$ cat src/hfa_pkg.sv
// constants, carriers and state types for the frame aligner
package hfa_pkg;
   localparam int FRAME_BITS = 512;
   localparam int FAW_BITS = 8;
   localparam int FRAME_BYTES = FRAME_BITS / FAW_BITS;
   localparam int RING_AW = 11;
   localparam int GROUP = 8;
   localparam logic [10:0] FILL_BYTES = 11'h600;
   localparam logic [4:0] LAST_READ = 5'h17;
   localparam logic [5:0] LAST_OFFSET = 6'h3F;
   localparam logic [8:0] DATA_FIRST = 9'h001;
   localparam logic [8:0] DATA_LAST = 9'h1ED;
   localparam logic [1:0] CONFIRM_LAST = 2'h3;
   localparam logic [7:0] FAW_PATTERN = 8'h1B;
   localparam int CLK_MHZ = 25;
   localparam int SEARCH_US = 250;
   localparam int SEARCH_CYCLES = SEARCH_US * CLK_MHZ;
   localparam logic [7:0] CTRL_OFF = 8'h00;
   localparam logic [7:0] STAT_OFF = 8'h04;
   localparam int IGNORE_BIT = 0;
   localparam int LOCK_BIT = 0;
   localparam int LOF_BIT = 1;
   localparam int OVF_BIT = 2;
   localparam logic CTRL_IGNORE_RST = 1'b0;

   typedef struct packed {
      logic        psel;
      logic        penable;
      logic        pwrite;
      logic [7:0]  paddr;
      logic [31:0] pwdata;
   } hfa_apb_t;

   typedef struct packed {
      logic [14:0] buffer_addr;
      logic [7:0]  buffer_data;
      logic        buffer_data_oe;
      logic        buffer_write_n;
      logic        buffer_select_n;
      logic        buffer_output_enable_n;
   } hfa_ram_t;

   localparam hfa_ram_t RAM_IDLE = '{15'h0000, 8'h00, 1'b0, 1'b1, 1'b1, 1'b1};

   typedef enum logic [2:0] {
      ST_SCAN = 3'b001, ST_LOCK = 3'b010, ST_CONFIRM = 3'b100
   } hfa_align_t;

   typedef enum logic [2:0] {
      M_IDLE = 3'b001, M_WR = 3'b010, M_RD = 3'b100
   } hfa_mem_t;
endpackage : hfa_pkg

$ cat src/hfa_frame_aligner.sv
// frame alignment front end: line capture, buffer ram, search and monitor
module hfa_frame_aligner #(
   parameter int SEARCH_LIMIT = hfa_pkg::SEARCH_CYCLES
) (
   input  wire logic             core_clk_in,
   input  wire logic             arst_n_in,
   input  wire logic             line_data_in,
   input  wire logic             line_valid_n_in,
   input  wire logic             line_strobe_in,
   input  wire logic             output_float_n_in,
   input  wire logic [7:0]       buffer_data_in,
   input  wire hfa_pkg::hfa_apb_t apb_in,
   output logic [31:0]           prdata_out,
   output logic                  pready_out,
   output logic                  pslverr_out,
   output logic                  line_ready_n_out,
   output hfa_pkg::hfa_ram_t     buffer_out,
   output logic                  fault_n_out,
   output logic                  picture_status_flag_n_out,
   output logic                  frame_lock_out,
   output logic                  outputs_oe_out,
   output logic                  data_bit_out,
   output logic                  data_strobe_out
);
   import hfa_pkg::*;

   logic [2:0]     stb_s_r;
   logic [1:0]     dat_s_r;
   logic [1:0]     val_s_r;
   logic [1:0]     flt_s_r;
   logic [7:0]     sh_r;
   logic [2:0]     bitn_r;
   logic [10:0]    wp_r;
   logic           wr_pend_r;
   logic [10:0]    wr_addr_r;
   logic [7:0]     wr_data_r;
   logic [10:0]    fill_r;
   logic           filled_r;
   hfa_mem_t       mem_r;
   hfa_ram_t       ram_r;
   logic           rd_ok_r;
   logic [7:0]     rdata_r;
   hfa_align_t     st_r;
   logic [1:0]     cnt_r;
   logic [8:0]     phase_r;
   logic [2:0]     radj_r;
   logic [10:0]    base_r;
   logic [5:0]     boff_r;
   logic [4:0]     k_r;
   logic           rd_busy_r;
   logic           eval_r;
   logic [7:0]     cap_r [GROUP];
   logic [7:0]     mask_r;
   logic           ign_r;
   logic           stat_lof_r;
   logic           stat_ovf_r;
   logic [31:0]    prdata_r;
   logic           pready_r;
   logic           pslverr_r;
   logic           ready_n_r;
   logic           fault_n_r;
   logic           lock_r;
   logic           oe_r;
   logic           dbit_r;
   logic           dstb_r;
   logic [15:0]    scan_cyc_r;

   logic           dat;
   logic           cap;
   logic           byte_done;
   logic           wr_go;
   logic           rd_req;
   logic           rd_go;
   logic           ovf_evt;
   logic [8:0]     q;
   logic [10:0]    fdist;
   logic           exp_bit;
   logic           chk;
   logic           good;
   logic           lof_evt;
   logic [10:0]    rd_addr;
   logic [10:0]    pb;
   logic           hit;
   logic [2:0]     hit_j;
   logic [2:0]     hit_rot;
   logic           apb_acc;
   logic           wr_ctrl;
   logic           wr_stat;

   // rotation of the alignment pattern that a column matches, if any
   function automatic logic [3:0] rot_fn(input logic [7:0] col);
      logic [3:0] res;
      logic       ok;
      res = 4'h0;
      for (int r = 0; r < FAW_BITS; r++) begin
         ok = 1'b1;
         for (int k = 0; k < FAW_BITS; k++) begin
            if (col[k] != FAW_PATTERN[3'(7 - ((r + k) % 8))]) begin
               ok = 1'b0;
            end
         end
         if (ok) begin
            res = {1'b1, 3'(r)};
         end
      end
      return res;
   endfunction : rot_fn

   // pins from the line pass two flops before use
   always_ff @(posedge core_clk_in or negedge arst_n_in) begin
      if (!arst_n_in) begin
         stb_s_r <= 3'h0;
         dat_s_r <= 2'h0;
         val_s_r <= 2'h3;
         flt_s_r <= 2'h0;
      end else begin
         stb_s_r <= {stb_s_r[1:0], line_strobe_in};
         dat_s_r <= {dat_s_r[0], line_data_in};
         val_s_r <= {val_s_r[0], line_valid_n_in};
         flt_s_r <= {flt_s_r[0], output_float_n_in};
      end
   end

   assign dat = dat_s_r[1];
   assign cap = stb_s_r[1] & ~stb_s_r[2] & ~val_s_r[1];
   assign byte_done = cap & (bitn_r == 3'h7);
   assign wr_go = (mem_r == M_IDLE) & wr_pend_r;
   assign ovf_evt = byte_done & wr_pend_r & ~wr_go;

   // shift in captured bits, count bits, advance ring write address per byte
   always_ff @(posedge core_clk_in or negedge arst_n_in) begin
      if (!arst_n_in) begin
         sh_r <= 8'h00;
         bitn_r <= 3'h0;
         wp_r <= 11'h000;
      end else if (cap) begin
         sh_r <= {sh_r[6:0], dat};
         bitn_r <= bitn_r + 3'h1;
         if (bitn_r == 3'h7) begin
            wp_r <= wp_r + 11'h001;
         end
      end
   end

   // write request; a new byte wins over the grant clear
   always_ff @(posedge core_clk_in or negedge arst_n_in) begin
      if (!arst_n_in) begin
         wr_pend_r <= 1'b0;
         wr_addr_r <= 11'h000;
         wr_data_r <= 8'h00;
      end else begin
         wr_pend_r <= byte_done | (wr_pend_r & ~wr_go);
         if (byte_done) begin
            wr_addr_r <= wp_r;
            wr_data_r <= {sh_r[6:0], dat};
         end
      end
   end

   // search waits for 24 frames in the ring
   always_ff @(posedge core_clk_in or negedge arst_n_in) begin
      if (!arst_n_in) begin
         fill_r <= 11'h000;
         filled_r <= 1'b0;
      end else if (wr_go && !filled_r) begin
         fill_r <= fill_r + 11'h001;
         filled_r <= (fill_r == FILL_BYTES - 11'h001);
      end
   end

   // ram cycles: one-cycle write, one-cycle read
   always_ff @(posedge core_clk_in or negedge arst_n_in) begin
      if (!arst_n_in) begin
         mem_r <= M_IDLE;
         ram_r <= RAM_IDLE;
         rd_ok_r <= 1'b0;
         rdata_r <= 8'h00;
      end else begin
         ram_r <= RAM_IDLE;
         rd_ok_r <= 1'b0;
         mem_r <= M_IDLE;
         case (mem_r)
            M_IDLE: begin
               if (wr_go) begin
                  ram_r.buffer_addr <= {4'h0, wr_addr_r};
                  ram_r.buffer_data <= wr_data_r;
                  // float keeps the data bus released
                  ram_r.buffer_data_oe <= flt_s_r[1];
                  ram_r.buffer_write_n <= 1'b0;
                  ram_r.buffer_select_n <= 1'b0;
                  mem_r <= M_WR;
               end else if (rd_go) begin
                  ram_r.buffer_addr <= {4'h0, rd_addr};
                  ram_r.buffer_select_n <= 1'b0;
                  ram_r.buffer_output_enable_n <= 1'b0;
                  mem_r <= M_RD;
               end
            end
            M_WR: mem_r <= M_IDLE;
            M_RD: begin
               rd_ok_r <= 1'b1;
               rdata_r <= buffer_data_in;
            end
            default: mem_r <= M_IDLE;
         endcase
      end
   end

   // candidate offsets walked over every bit of a frame
   assign rd_addr = 11'(base_r + {5'h00, boff_r} + {k_r, 6'h00});
   assign rd_req = (st_r == ST_SCAN) & filled_r & ~rd_busy_r & ~eval_r;
   assign rd_go = (mem_r == M_IDLE) & ~wr_pend_r & rd_req;
   assign pb = 11'(base_r + {5'h00, boff_r});

   always_comb begin
      logic [7:0] col;
      logic [3:0] m;
      col = 8'h00;
      m = 4'h0;
      hit = 1'b0;
      hit_j = 3'h0;
      hit_rot = 3'h0;
      for (int j = 7; j >= 0; j--) begin
         for (int k = 0; k < GROUP; k++) begin
            col[k] = cap_r[k][j];
         end
         m = rot_fn(col);
         if (mask_r[j] && m[3]) begin
            hit = 1'b1;
            hit_j = 3'(j);
            hit_rot = m[2:0];
         end
      end
   end

   // later groups must repeat the first one bit for bit
   always_ff @(posedge core_clk_in or negedge arst_n_in) begin
      if (!arst_n_in) begin
         base_r <= 11'h000;
         boff_r <= 6'h00;
         k_r <= 5'h00;
         rd_busy_r <= 1'b0;
         eval_r <= 1'b0;
         mask_r <= 8'hFF;
         for (int i = 0; i < GROUP; i++) begin
            cap_r[i] <= 8'h00;
         end
      end else begin
         // oldest byte trails the writer by 24 frames
         // frozen once the first read of a sweep goes out
         if (boff_r == 6'h00 && k_r == 5'h00 && !rd_busy_r &&
             !eval_r && !rd_go) begin
            base_r <= 11'(wp_r - FILL_BYTES);
         end
         if (rd_go) begin
            rd_busy_r <= 1'b1;
         end
         if (rd_ok_r) begin
            rd_busy_r <= 1'b0;
            if (k_r < 5'(GROUP)) begin
               cap_r[k_r[2:0]] <= rdata_r;
            end else begin
               mask_r <= mask_r & ~(rdata_r ^ cap_r[k_r[2:0]]);
            end
            if (k_r == LAST_READ) begin
               eval_r <= 1'b1;
               k_r <= 5'h00;
            end else begin
               k_r <= k_r + 5'h01;
            end
         end
         if (eval_r) begin
            eval_r <= 1'b0;
            mask_r <= 8'hFF;
            boff_r <= hit ? 6'h00 : boff_r + 6'h01;
         end
      end
   end

   // alignment bit found by frame phase
   assign q = 9'({wp_r[5:0], bitn_r} - phase_r);
   assign fdist = 11'(wp_r - {5'h00, phase_r[8:3]});
   assign exp_bit = FAW_PATTERN[3'(3'h7 - 3'(radj_r + fdist[8:6]))];
   assign chk = cap & (q == 9'h000) & (st_r != ST_SCAN);
   assign good = (dat == exp_bit);
   assign lof_evt = (st_r == ST_CONFIRM) & chk & ~good;

   always_ff @(posedge core_clk_in or negedge arst_n_in) begin
      if (!arst_n_in) begin
         st_r <= ST_SCAN;
         cnt_r <= 2'h0;
         phase_r <= 9'h000;
         radj_r <= 3'h0;
      end else begin
         case (st_r)
            ST_SCAN: begin
               if (eval_r && hit) begin
                  phase_r <= {pb[5:0], 3'(3'h7 - hit_j)};
                  radj_r <= 3'(hit_rot - pb[8:6]);
                  st_r <= ST_LOCK;
               end
            end
            ST_LOCK: begin
               if (chk && !good) begin
                  cnt_r <= 2'h0;
                  st_r <= ST_CONFIRM;
               end
            end
            ST_CONFIRM: begin
               if (chk) begin
                  // a second error in four: new search
                  if (!good) begin
                     st_r <= ST_SCAN;
                  end else if (cnt_r == CONFIRM_LAST) begin
                     st_r <= ST_LOCK;
                  end else begin
                     cnt_r <= cnt_r + 2'h1;
                  end
               end
            end
            default: st_r <= ST_SCAN;
         endcase
      end
   end

   // only fill bit and data pass unless ign_r is set; parity dropped
   always_ff @(posedge core_clk_in or negedge arst_n_in) begin
      if (!arst_n_in) begin
         dbit_r <= 1'b0;
         dstb_r <= 1'b0;
      end else begin
         dstb_r <= cap & (ign_r | ((st_r != ST_SCAN) &
                   (q >= DATA_FIRST) & (q <= DATA_LAST)));
         if (cap) begin
            dbit_r <= dat;
         end
      end
   end

   // registers reached over the apb slave, one wait state
   assign apb_acc = apb_in.psel & apb_in.penable & pready_r;
   assign wr_ctrl = apb_acc & apb_in.pwrite & (apb_in.paddr == CTRL_OFF);
   assign wr_stat = apb_acc & apb_in.pwrite & (apb_in.paddr == STAT_OFF);

   always_ff @(posedge core_clk_in or negedge arst_n_in) begin
      if (!arst_n_in) begin
         pready_r <= 1'b0;
         pslverr_r <= 1'b0;
         prdata_r <= 32'h0000_0000;
      end else begin
         pready_r <= apb_in.psel & apb_in.penable & ~pready_r;
         if (apb_in.psel && apb_in.penable && !pready_r) begin
            pslverr_r <= (apb_in.paddr != CTRL_OFF) &&
                         (apb_in.paddr != STAT_OFF);
            case (apb_in.paddr)
               CTRL_OFF: prdata_r <= {31'h0, ign_r};
               STAT_OFF: prdata_r <= {29'h0, stat_ovf_r, stat_lof_r, lock_r};
               default:  prdata_r <= 32'h0000_0000;
            endcase
         end
      end
   end

   always_ff @(posedge core_clk_in or negedge arst_n_in) begin
      if (!arst_n_in) begin
         ign_r <= CTRL_IGNORE_RST;
      end else if (wr_ctrl) begin
         ign_r <= apb_in.pwdata[IGNORE_BIT];
      end
   end

   // sticky status, cleared by writing one; a new event wins
   always_ff @(posedge core_clk_in or negedge arst_n_in) begin
      if (!arst_n_in) begin
         stat_lof_r <= 1'b0;
         stat_ovf_r <= 1'b0;
      end else begin
         stat_lof_r <= lof_evt |
                       (stat_lof_r & ~(wr_stat & apb_in.pwdata[LOF_BIT]));
         stat_ovf_r <= ovf_evt |
                       (stat_ovf_r & ~(wr_stat & apb_in.pwdata[OVF_BIT]));
      end
   end

   // reset clears these flops except fault_n_r, set high; pins other than ready_n idle from reset
   always_ff @(posedge core_clk_in or negedge arst_n_in) begin
      if (!arst_n_in) begin
         ready_n_r <= 1'b0;
         fault_n_r <= 1'b1;
         lock_r <= 1'b0;
         oe_r <= 1'b0;
      end else begin
         // a full byte still waiting blocks the last bit of the next byte
         ready_n_r <= ~(wr_pend_r & ~wr_go & (bitn_r == 3'h7));
         fault_n_r <= ~stat_lof_r;
         lock_r <= ign_r | (st_r != ST_SCAN);
         oe_r <= flt_s_r[1];
      end
   end

   // search time watchdog for the assertion only
   always_ff @(posedge core_clk_in or negedge arst_n_in) begin
      if (!arst_n_in) begin
         scan_cyc_r <= 16'h0000;
      end else if (st_r != ST_SCAN || !filled_r ||
                   (eval_r && boff_r == LAST_OFFSET)) begin
         scan_cyc_r <= 16'h0000;
      end else begin
         scan_cyc_r <= scan_cyc_r + 16'h0001;
      end
   end

   assign prdata_out = prdata_r;
   assign pready_out = pready_r;
   assign pslverr_out = pslverr_r;
   assign line_ready_n_out = ready_n_r;
   assign buffer_out = ram_r;
   assign fault_n_out = fault_n_r;
   // no picture decode here, flag held inactive
   assign picture_status_flag_n_out = 1'b1;
   assign frame_lock_out = lock_r;
   assign outputs_oe_out = oe_r;
   assign data_bit_out = dbit_r;
   assign data_strobe_out = dstb_r;
endmodule : hfa_frame_aligner

$ cat config.mk
export PLATFORM = sky130hd
export DESIGN_NAME = hfa_frame_aligner
export DESIGN_NICKNAME = d
export VERILOG_FILES = /design/src/hfa_pkg.sv /design/src/hfa_frame_aligner.sv
export SDC_FILE = /design/constraint.sdc
export NUM_CORES = 1
export LEC_CHECK = 0
export BUFFER_PORTS_ARGS = -buffer_cell sky130_fd_sc_hd__buf_2
export CORE_ASPECT_RATIO = 1.1
export CORE_MARGIN = 2
export CORE_UTILIZATION = 40
export CTS_BUF_LIST = sky130_fd_sc_hd__clkbuf_16
export CTS_CLUSTER_SIZE = 40
export DETAILED_ROUTE_END_ITERATION = 16
export MAX_ROUTING_LAYER = met4
export SYNTH_ARGS = -nofsm -noshare
export SYNTH_HDL_FRONTEND = slang
export SYNTH_SLANG_ARGS = --single-unit
$ cat constraint.sdc
create_clock -name core_clk_in -period 5.25 [get_ports core_clk_in]
set_input_delay 0.525 -clock core_clk_in [delete_from_list [all_inputs] [get_ports core_clk_in]]
set_output_delay 0.525 -clock core_clk_in [all_outputs]
set_load 0.03 [all_outputs]
After elaboration in Yosys (flattened, before gate mapping)
Memory sizes are Yosys's and may differ from the RTL's.
Cells that the tools add are included.
Widths: inputs -> output; s select.
{"block": "word_totals", "reg_bits": 257, "out_inout_bits": 68, "mem_count": 1, "wordCells": 551, "in_bits": 57, "mem_bits_ro": 8}
{"memory": "(name not given)", "depth": 8, "word_bits": 1, "rd": 1, "rd_ports_with_merged_regs": 0, "wr": 0, "line_no": "hfa_frame_aligner.sv:283", "text": "assign exp_bit = FAW_PATTERN[3'(3'h7 - 3'(radj_r + fdist[8:6]))];"}
{"block": "op_classes", "n_lt_le_gt_ge": 6, "bitwise_logic": 51, "add_sub_neg": 15, "n_reduce_logical": 39, "n_eq_ne": 20, "muxes": 368}
{"op": "$mux 1", "n": 257}
{"op": "$mux 4", "n": 64}
{"op": "$mux 3", "n": 24}
{"op": "$bwmux 64", "n": 1}
{"op": "$mux 8", "n": 6}
{"op": "$and 1x1->1", "n": 30}
{"op": "$mux 27", "n": 1}
{"op": "$bmux 8 s3", "n": 1}
{"op": "$demux 8 s3", "n": 1}
{"op": "$add 11x1->11 const B", "n": 2}
{"op": "$mux 11", "n": 2}
{"op": "$logic_and 1x1->1", "n": 19}
{"op": "$not 1->1", "n": 12}
{"op": "$add 11x11->11", "n": 1}
{"op": "$add 11x6->11", "n": 1}
{"op": "$eq 11x11->1 const B", "n": 1}
{"op": "$sub 11x11->11 const B", "n": 1}
{"op": "$mux 10", "n": 1}
{"op": "$mux 2", "n": 5}
{"op": "$ne 2x2->1 const B", "n": 5}
{"op": "$eq 3x3->1 const B", "n": 3}
{"op": "$ge 9x1->1 const B", "n": 1}
{"op": "$le 9x9->1 const B", "n": 1}
{"op": "$logic_not 9->1", "n": 1}
{"op": "other kinds (42)", "n": 58}

Logic depth before layout (Yosys ltp)
Gate-level depths: netlist of the first run.
{"block": "depth", "ltp_word": 24, "depth_mapped": 18, "ltp_nobuf": 18}

Worst setup path before layout of the first run
Ideal clock, no wire load.
{"block": "synth_path", "kind": "flip-flop to flip-flop", "from": "register wp_r[2]", "to": "register cnt_r[0]", "setup_time_ns": 0.125, "arrival_ns": 3.698, "path_slack_ns": 1.427, "required_ns": 5.125, "n_path_buf": 1, "synth_period_minus_slack_ns": 3.823, "path_stages_with_launch": 17, "cell_sequence": "dfrtp_1 ha_1 buf_6 o21ai_0 a21oi_1 a2bb2oi_2 xnor2_1 ha_1 inv_1 fa_1 xnor3_1 o31a_1 nand3_1 nor2_1 a2111oi_2 nor4b_4 mux2_4"}
{"block": "synth_via", "elab_chain_cells": 10, "elab_cells_between_ends": 16, "classes_between": "add/sub: 4; eq/ne: 4; mux: 1; bitwise: 2; reduce/logical: 4; memory: 1"}
{"element": "start: declaration", "line_no": "hfa_frame_aligner.sv:33", "text": "logic [10:0] wp_r;"}
{"element": "start signal: assignment", "line_no": "hfa_frame_aligner.sv:140", "text": "wp_r <= wp_r + 11'h001;"}
{"element": "$sub 9x6->9", "line_no": "hfa_frame_aligner.sv:282", "text": "assign fdist = 11'(wp_r - {5'h00, phase_r[8:3]});"}
{"element": "$add 3x3->3", "line_no": "hfa_frame_aligner.sv:283"}
{"element": "$sub 3x3->3", "line_no": "hfa_frame_aligner.sv:283"}
{"element": "$mem_v2 8x1"}
{"element": "$mux 1 (implied by the code)", "line_no": "hfa_frame_aligner.sv:283"}
{"element": "$eq 1x1->1", "line_no": "hfa_frame_aligner.sv:285", "text": "assign good = (dat == exp_bit);"}
{"element": "$logic_not 1->1"}
{"element": "$logic_and 1x1->1", "line_no": "hfa_frame_aligner.sv:304", "text": "if (chk && !good) begin"}
{"element": "$ne 2x2->1 (no source line)"}
{"element": "$reduce_and 5->1 (no source line) *"}
{"element": "end signal: assignment", "line_no": "hfa_frame_aligner.sv:317", "text": "cnt_r <= cnt_r + 2'h1;"}
{"element": "end: declaration", "line_no": "hfa_frame_aligner.sv:44", "text": "logic [1:0] cnt_r;"}
Every way passes the cells marked *; elsewhere a longest branch is shown, timed or not. The select of a mux whose other input is x is not followed.
A chain may end at the register's enable or synchronous reset.

Final worst setup path of the first run
Same ends and word-level chain as after synthesis.

==> results of run 1 <==
-- logic make-up (layout without fill, tap and decap cells) --
family	after synthesis	after routing	share of synthesized area (%)
and+or+nand+nor	308	308	14.12
DFF	222	222	48.70
AOI/OAI and AO/OA	151	151	8.954
muxes	136	136	14.44
buffers and inverters	117	159	5.149
xor gates and xnor gates	53	53	4.296
adders and majority gates	36	36	4.264
other	2	34	0.06562
-- power groups by stage --
stage	logic, mW	registers (mW)	clock network (mW)
after floorplan	0.328	1.86	0
after global placement	0.421	1.86	0
after detailed placement	0.429	1.87	0
after CTS	0.431	1.84	1.78
after global routing	0.487	1.85	1.85
final	0.426	1.84	1.74
-- state kept, by name, summed over array words and instances, names as in the netlist, 9 cells and up --
| signal | count |
|---|---|
| base_r | 11 |
| buffer_out | 22 |
| cap_r | 64 |
| fill_r | 11 |
| phase_r | 9 |
| wp_r | 11 |
| wr_addr_r | 11 |
-- cells in the final DEF (no fill, tap or decap), drive strengths merged, types with 6 or more instances in the layout --
| master | n |
|---|---|
| dfrtp | 207 |
| nand2 | 133 |
| mux2 | 100 |
| buf | 68 |
| inv | 54 |
| o21ai | 49 |
| nand3b | 37 |
| xnor2 | 35 |
| nor2 | 35 |
| conb | 34 |
| ha | 31 |
| clkbuf | 27 |
| a21oi | 24 |
| mux2i | 23 |
| and3 | 19 |
| xor2 | 16 |
| a21boi | 16 |
| a21o | 15 |
| dfstp | 15 |
| nand3 | 13 |
| mux4 | 13 |
| nand4 | 11 |
| nor3 | 9 |
| nand2b | 8 |
| a22o | 7 |
| clkinv | 7 |
| nor2b | 6 |
| nor3b | 6 |
-- through the flow --
| stage | setup WS (ps) | instances | hold slack (ps) | area (sq um) | util (%) |
|---|---|---|---|---|---|
| after global placement | 998.1 | 1413 | 336.8 | 11970 | 42.82 |
| after global routing | 686.0 | 1462 | 89.73 | 12800 | 45.79 |
| after CTS | 916.9 | 1462 | 86.54 | 12800 | 45.79 |
| final | 944.9 | 1462 | 35.69 | 12800 | 45.79 |
| after detailed placement | 923.0 | 1413 | 335.5 | 11970 | 42.82 |
| after floorplan | 1427 | 1057 | 229.4 | 11560 | - |
-- how the worst min path moves through the flow --
stage	start	to	slack, ps	depth (start not counted)
after floorplan	arst_n_in	base_r[0]$_DFFE_PN0P_	230	0
after global placement	dat_s_r[0]$_DFF_PN0_	dat_s_r[1]$_DFF_PN0_	340	0
after detailed placement	dat_s_r[0]$_DFF_PN0_	dat_s_r[1]$_DFF_PN0_	340	0
after CTS	line_valid_n_in	val_s_r[0]$_DFF_PN1_	90	1
after global routing	line_valid_n_in	val_s_r[0]$_DFF_PN1_	90	1
final	arst_n_in	prdata_out[0]$_DFFE_PN0P_	40	1
-- final cells by class --
class | instances | area share (%)
inverter | 42 | 1.232
clock buffer | 27 | 5.280
sequential | 222 | 43.56
tap | 363 | 3.549
multi-input combinational | 718 | 42.30
clock inverter | 22 | 1.212
timing repair buffer | 68 | 2.874
-- metal layers --
layer  global-route usage [%]  up-vias  share of wire (%)
met3                    2.398       42                4.1
met1                    21.45     3722                 44
met2                    27.32      137                 49
met5                        -        -                  0
li1                         -     3649                  -
met4                    4.174        0                2.3
-- worst register-to-register path: cells and delay by family, from the launching register on --
| family | cells | cell delay [ps] |
|---|---|---|
| adder cells (fa/ha/maj) | 3 | 1050 |
| flip-flops | 1 | 460 |
| XOR/XNOR | 2 | 590 |
| AO/OA/AOI/OAI | 5 | 1470 |
| multiplexers | 1 | 310 |
| buffers and inverters | 1 | 40 |
| AND/OR/NAND/NOR | 3 | 270 |
==> results.toml, run 1 <==
[critical_path]
regToRegSetupSlack_ps = 940
cpPeakStageDelay_ps = 540
path_max_fanout = 11
path_buf_inv = 1
path_cells = "ha_1 -> o21ai_0 -> a21oi_1 -> a2bb2oi_2 -> xnor2_1 -> ha_1 -> inv_1 -> fa_1 -> xnor3_1 -> o31a_1 -> nand3_1 -> nor2_1 -> a2111oi_2 -> nor4b_4 -> mux2_4"
worstRegToRegCells = 15
crit_top_cell = "ha_1"
r2r-start = "wp_r[2]$_DFFE_PN0P_"
cp.depth = 15
crit_path_end = "cnt_r[0]$_DFFE_PN0P_"
regToRegEndpoint = "cnt_r[0]$_DFFE_PN0P_"
crit_start = "wp_r[2]$_DFFE_PN0P_"
critPathLaunchType = "flip-flop"
criticalPathCategory = "flip-flop to flip-flop"
cp_data_arrival_time_ps = 4710
path_delay_family = "compound AO/OA/AOI/OAI gates"
cpMaxStageDelayCell = "ha_1"
required_ps = 5650
endpoint_kind = "flip-flop"

[yosys]
yosysTopAreaCell = "dfrtp_1"
synth_seq_cells = 222
yosys-top-cells-area = "dfrtp_1 (45%), mux2_2 (9.6%), nand2_1 (4.3%)"
synth.distinct_cells = 79
netlist_area_sq_um = 11440
synthCells = 1025
avgSynthCellArea_sq_um = 11.17
yosys_warnings = 0
yosysMostFrequentCell = "dfrtp_1"
synthArstFlopShare_pct = 100.0
synth_top_area_share_pct = 45.26
synth-main-ff-cell = "dfrtp_1"
yosysSeqAreaShare_pct = 48.70
synthTopCellsByCount = "dfrtp_1 (207), nand2_1 (132), mux2_2 (98), inv_1 (42), o21ai_0 (42)"
synth-edff-count = 0

[die]
boundaryPins = 125
dieWidth_um = 165.3
die_area_sq_um = 29980
die_h_um = 181.4
std_cell_rows = 64
start_util_pct = 40.95
coreArea_sq_um = 27950

[power_and_ir_drop]
p_leak_nw = 6.200
p_seq_share_pct = 45.9
p_clk_share_pct = 43.4
combPwrFrac_pct = 10.6
internal_power_mw = 2.975
p_sw_mw = 1.024
irDropWorstVdd_v = 0.0002340
swShare_pct = 25.61
power.density_nw_per_um2 = 312.5
finalPower_mw = 3.999

[finish]
finalNetCount = 1172
seq_area_sq_um = 5574
num_antenna_cells = 0
multi_input_area_sq_um = 5413
fill_cells = 2618
syn_to_final_growth_pct = 11.82
drive_above_1_share_pct = 23.02

[sta]
worst_pin_slew_ps = 1112
fmax_mhz = 232.3
drv_slew = 0
fin_crit_sh_pct = 82.00
rsz0062_at_grt = "false"
min_period_ps = 4305
tns_ps = 0
final.setup_skew_ps = 12.79
final-setup-viol-count = 0
hold_violations = 0
maxSlewHeadroom_pct = 25.68

[global_routing]
grt.overflow.total = 0
grt_max_degree = 125
grt_first_pass_wirelength_um = 38900
antenna_found_initial = 0
grtUsageTotal_pct = 16.56
first_global_vias = 7585

[routing]
post-route-drc-count = 0
first_iter_violations = 413
wl_per_cell_um = 16.14
viasPerCell = 5.164
firstDrtPassIters = 4
wl_um = 23600
dr_total_vias = 7550
antenna_left = 0

[clock_network]
cts_tree = "built"
cts_max_path_buffers = 3
cts_setup_buffers = 0
clk_pin_slew_worst_paths_ps = 60
cts_resized = 0
insertion_delay_ps = 530
cts_buffers = 27
htreeDepth = 1
root_buffer = "clkbuf_16"
hold_buffers = 0
cts.sinks = 222

[placed_design]
gp_congestion = 0.8191
numPortBuffers = 61
dp_hpwl_um = 16270

[flow_run]
drv_cap = 0

[hold_path]
hold_class = "input port to asynchronous set/reset pin"

[outcome]
outcome = "finished clean"
(Power assumes the default switching activity.)
==> run 2, diff against run 1 <==
Clock period 5.25 ns to 3.5 ns, I/O delays scaled along.
==> results.toml, run 2 (synthesis gave the netlist of run 1 again) <==
[outcome]
outcome = "finished, violations left"
violations = "setup timing"

[sta]
tns_ps = -23.61
rsz0062_at_grt = "true"
fmax_mhz = 283.8
hold_violations = 0
final.setup_skew_ps = 22.93
worst_pin_slew_ps = 960.1
drv_slew = 0
fin_crit_sh_pct = 100.7
min_period_ps = 3524
setup_slack_ps = -23.61
final-setup-viol-count = 1
maxSlewHeadroom_pct = 35.99

[die]
coreArea_sq_um = 27950
die_h_um = 181.4
start_util_pct = 40.95
die_area_sq_um = 29980
dieWidth_um = 165.3
boundaryPins = 125
std_cell_rows = 64

[finish]
fill_cells = 2583
final_cell_mix = "dfrtp_1 (207), nand2_1 (132), mux2_2 (98), buf_2 (60), inv_1 (48)"
finalNetCount = 1207
final_cells = 1497
largest_register_ffs = 64
drive_above_1_share_pct = 26.72
finalInstanceArea_sq_um = 13190
top_register = "cap_r"
syn_to_final_growth_pct = 15.22
num_antenna_cells = 0
layout_commonest_cell = "dfrtp_1"

[clock_network]
clk_pin_slew_worst_paths_ps = 60
insertion_delay_ps = 530
cts_tree = "built"
root_buffer = "clkbuf_16"
cts.sinks = 222
cts_buffers = 26
cts_max_path_buffers = 3
htreeDepth = 1

[routing]
post-route-drc-count = 0
first_iter_violations = 402
dr_total_vias = 7715
wl_um = 24460
viasPerCell = 5.154
wl_per_cell_um = 16.34
firstDrtPassIters = 5
antenna_left = 0

[global_routing]
grt_first_pass_wirelength_um = 40120
first_global_vias = 7681
antenna_found_initial = 0
grt.overflow.total = 0
grt_max_degree = 95
grtUsageTotal_pct = 17.20

[placed_design]
dp_hpwl_um = 17060
gp_congestion = 0.8009
dp_cells = 1441
numPortBuffers = 61
place_area_sq_um = 12210
dp_slack_ps = -58.15

[flow_run]
drv_cap = 0

[critical_path]
critPathLaunchType = "flip-flop"
path_max_fanout = 4
endpoint_kind = "flip-flop"
criticalPathCategory = "flip-flop to flip-flop"
regToRegSetupSlack_ps = -20
required_ps = 3910
cp_data_arrival_time_ps = 3940

[power_and_ir_drop]
irDropWorstVdd_v = 0.0003486
finalPower_mw = 5.861
p_leak_nw = 6.375
power.density_nw_per_um2 = 444.5

[hold_path]
hold_class = "input port to flip-flop"
[run 2: cell count changes in the layout (fill, tap and decap cells not counted), moves of 4 or more]
cell / delta
buf_4: +30
ha_1: -6
dlygate4sd3_1: +5
o21ai_0: -5
clkinv_1: +4
ha_4: +4
inv_1: -4
[run 2: what timing repair did]
action | in CTS | in global routing
endpoints found under the hold margin | 89 | 0
hold buffers | 5 | 0
endpoints found under the setup margin | 3 | 7
gates resized for setup | 6 | 24
pin swaps | 3 | 11
buffers inserted | 0 | 3
[run 2: power by group]
group | total (mW) | internal [mW] | leakage [nW] | switching [mW]
sequential | 2.75 | 2.68 | 2.98 | 0.0696
clock | 2.40 | 1.35 | 0.405 | 1.05
combinational | 0.716 | 0.289 | 2.99 | 0.427
total | 5.86 | 4.32 | 6.38 | 1.54
[run 2: layout make-up]
| cell class | instances | area [sq um] | share of cell area [%] |
|---|---|---|---|
| Tap cell | 363 | 454.2 | 3.444 |
| Sequential cell | 222 | 5574 | 42.27 |
| Inverter | 42 | 157.7 | 1.196 |
| Timing Repair Buffer | 104 | 663.1 | 5.029 |
| Multi-Input combinational cell | 718 | 5570 | 42.24 |
| Clock buffer | 26 | 650.6 | 4.934 |
| Clock inverter | 22 | 116.4 | 0.8824 |
[run 2: final timing paths]
| check | startpoint | to | cells past startpoint |
|---|---|---|---|
| setup / recovery | wp_r[5]$_DFFE_PN0P_ | cnt_r[0]$_DFFE_PN0P_ | 13 |
| hold / removal | apb_in[0] | ign_r$_DFFE_PN0P_ | 2 |
| setup reg to reg | wp_r[5]$_DFFE_PN0P_ | cnt_r[0]$_DFFE_PN0P_ | 13 |
| hold reg to reg | stb_s_r[0]$_DFF_PN0_ | stb_s_r[1]$_DFF_PN0_ | 0 |
| max in group asynchronous | arst_n_in | mask_r[1]$_DFFE_PN1P_ | 3 |
| min in group asynchronous | arst_n_in | stat_ovf_r$_DFF_PN0_ | 2 |
[run 2: stage by stage]
| step | util, % | hold WS (ps) |
|---|---|---|
| detailed placement | 43.69 | 337.0 |
| global placement | 43.69 | 335.6 |
| global route | 47.18 | 34.32 |
| floorplan | - | 54.41 |
| CTS | 46.70 | 30.57 |
| finish | 47.18 | 51.22 |
[run 2: layer usage]
metal  wire (um)  vias up  GRT usage [%]
met3         875       48          2.307
li1            -     3731              -
met5           0        -              -
met2       11730      134          27.83
met1       11070     3802          22.45
met4         787        0          5.357
[run 2: worst max-delay path, cell delays in order, from the launching register on]
cell and delay [ps]:
dfrtp_1 420, ha_4 180, or3_4 380, a2bb2oi_4 170, xnor2_2 150, ha_2 190
inv_2 40, fa_2 320, xnor3_2 280, o31a_1 390, a21oi_2 200, a2111oi_4 70
nor4b_4 280, mux2_4 330
==> run 3, diff against run 2 <==
Settings changed: CELL_PAD_IN_SITES_DETAIL_PLACEMENT set to 1, CELL_PAD_IN_SITES_GLOBAL_PLACEMENT set to 2, CORE_ASPECT_RATIO 1.1 to not set, CORE_UTILIZATION 40 to 35, PLACE_DENSITY_LB_ADDON set to 0.1, REMOVE_ABC_BUFFERS set to 1.
==> results.toml, run 3 (synthesis gave the netlist of run 1 again) <==
[die]
boundaryPins = 125
start_util_pct = 35.35
die_h_um = 184.8
coreArea_sq_um = 32370
dieWidth_um = 184.8
die_area_sq_um = 34160
std_cell_rows = 66

[sta]
fmax_mhz = 283.8
worst_pin_slew_ps = 891.2
final-setup-viol-count = 1
hold_violations = 0
final.setup_skew_ps = 25.97
tns_ps = -23.09
min_period_ps = 3523
drv_slew = 0
maxSlewHeadroom_pct = 40.46
rsz0062_at_grt = "true"
setup_slack_ps = -23.09
fin_crit_sh_pct = 100.7

[critical_path]
endpoint_kind = "flip-flop"
cp_data_arrival_time_ps = 3930
required_ps = 3900
crit_path_end = "cnt_r[0]$_DFFE_PN0P_"
regToRegSetupSlack_ps = -20
r2r-start = "phase_r[6]$_DFFE_PN0P_"
critPathLaunchType = "flip-flop"
criticalPathCategory = "flip-flop to flip-flop"
regToRegEndpoint = "cnt_r[0]$_DFFE_PN0P_"
crit_start = "phase_r[6]$_DFFE_PN0P_"
worstRegToRegCells = 14
path_max_fanout = 4

[clock_network]
cts_tree = "built"
cts_max_path_buffers = 3
root_buffer = "clkbuf_16"
cts_buffers = 26
cts.sinks = 222
insertion_delay_ps = 530
clk_pin_slew_worst_paths_ps = 60
htreeDepth = 1

[finish]
largest_register_ffs = 64
layout_commonest_cell = "dfrtp_1"
finalNetCount = 1233
fill_cells = 3547
syn_to_final_growth_pct = 18.27
top_register = "cap_r"
drive_above_1_share_pct = 28.62
num_antenna_cells = 0
final_cells = 1602
final_cell_mix = "dfrtp_1 (207), nand2_1 (132), mux2_2 (98), buf_4 (61), buf_2 (60)"

[outcome]
outcome = "finished, violations left"
violations = "setup timing"

[routing]
viasPerCell = 4.901
post-route-drc-count = 0
dr_total_vias = 7851
wl_um = 28340
wl_per_cell_um = 17.69
antenna_left = 0
firstDrtPassIters = 4
first_iter_violations = 191

[global_routing]
grt_max_degree = 107
grt.overflow.total = 0
grtUsageTotal_pct = 17.63
grt_first_pass_wirelength_um = 45940
first_global_vias = 8290
antenna_found_initial = 0

[placed_design]
dp_slack_ps = -260.7
dp_hpwl_um = 20010
numPortBuffers = 61
dp_cells = 1545
gp_congestion = 0.7622

[flow_run]
drv_cap = 0

[power_and_ir_drop]
power.density_nw_per_um2 = 449.8
irDropWorstVdd_v = 0.0003839
p_leak_nw = 6.524

[hold_path]
hold_class = "input port to flip-flop"
run 3: changes by cell type in the layout (fill, tap and decap cells not counted), moves of 2 or more:
cell | previous run | this run
ha_4 | 4 | 2
inv_6 | 0 | 2
clkinv_4 | 3 | 0
buf_4 | 37 | 61
ha_2 | 2 | 5
inv_1 | 48 | 46
o21ai_1 | 8 | 10
clkinv_2 | 2 | 4
bufinv_16 | 0 | 2
run 3: worst min path at each step:
stage / startpoint / endpoint / slack (ps) / cells after the start
floorplan: arst_n_in / base_r[0]$_DFFE_PN0P_ / 50 / 0
global placement: stb_s_r[0]$_DFF_PN0_ / stb_s_r[1]$_DFF_PN0_ / 340 / 0
finish: buffer_data_in[4] / rdata_r[4]$_DFFE_PN0P_ / 40 / 2
detailed placement: dat_s_r[0]$_DFF_PN0_ / dat_s_r[1]$_DFF_PN0_ / 340 / 0
global route: buffer_data_in[2] / rdata_r[2]$_DFFE_PN0P_ / 20 / 2
CTS: buffer_data_in[3] / rdata_r[3]$_DFFE_PN0P_ / 10 / 2
run 3: worst max-delay path, stage by stage (launching register included):
cell,delay (ps)
dfrtp_1,350
inv_1,50
ha_2,170
or3_4,410
a2bb2oi_4,170
xnor2_2,170
ha_2,190
inv_2,30
fa_2,320
xnor3_2,270
o31a_1,350
buf_6,140
a2111oi_4,390
nor4b_4,100
mux2_4,310
run 3: power breakdown:
group | switching [mW] | internal [mW] | leakage [nW]
logic | 0.440 | 0.287 | 3.11
clock network | 1.08 | 1.54 | 0.429
registers | 0.0667 | 2.68 | 2.98
run 3: repair_timing:
action	4_1_cts	5_1_grt
setup endpoints to repair	5	8
pin swaps	5	14
hold buffers	5	0
endpoints found under the hold margin	100	0
buffers inserted	1	3
gates resized for setup	7	30
run 3: cell type report:
cell class                 instances  area [sq um]  area share (%)
clock buffer                      27         675.6           4.992
timing repair buffer             130         874.6           6.461
clock inverter                    21         146.4           1.082
tap                              442         553.0           4.086
sequential                       222          5574           41.18
multi-input combinational        718          5554           41.03
inverter                          42         157.7           1.165
run 3: metrics by stage:
step                total power [mW]  util, %  hold slack [ps]  cell area [sq um]
detailed placement             3.501    38.58            343.5              12490
global placement               3.483    38.58            335.5              12490
CTS                            6.191    41.37            12.79              13390
global route                   6.395    41.81            21.03              13540
finish                         6.088    41.81            43.21              13540
floorplan                      3.248        -            54.41              11130
run 3: layer usage:
layer	track usage [%]	routed length (um)	up-vias
met3	2.300	847	32
met1	22.35	12970	3960
li1	-	-	3764
met2	30.46	14040	95
met5	-	0	-
met4	3.270	479	0
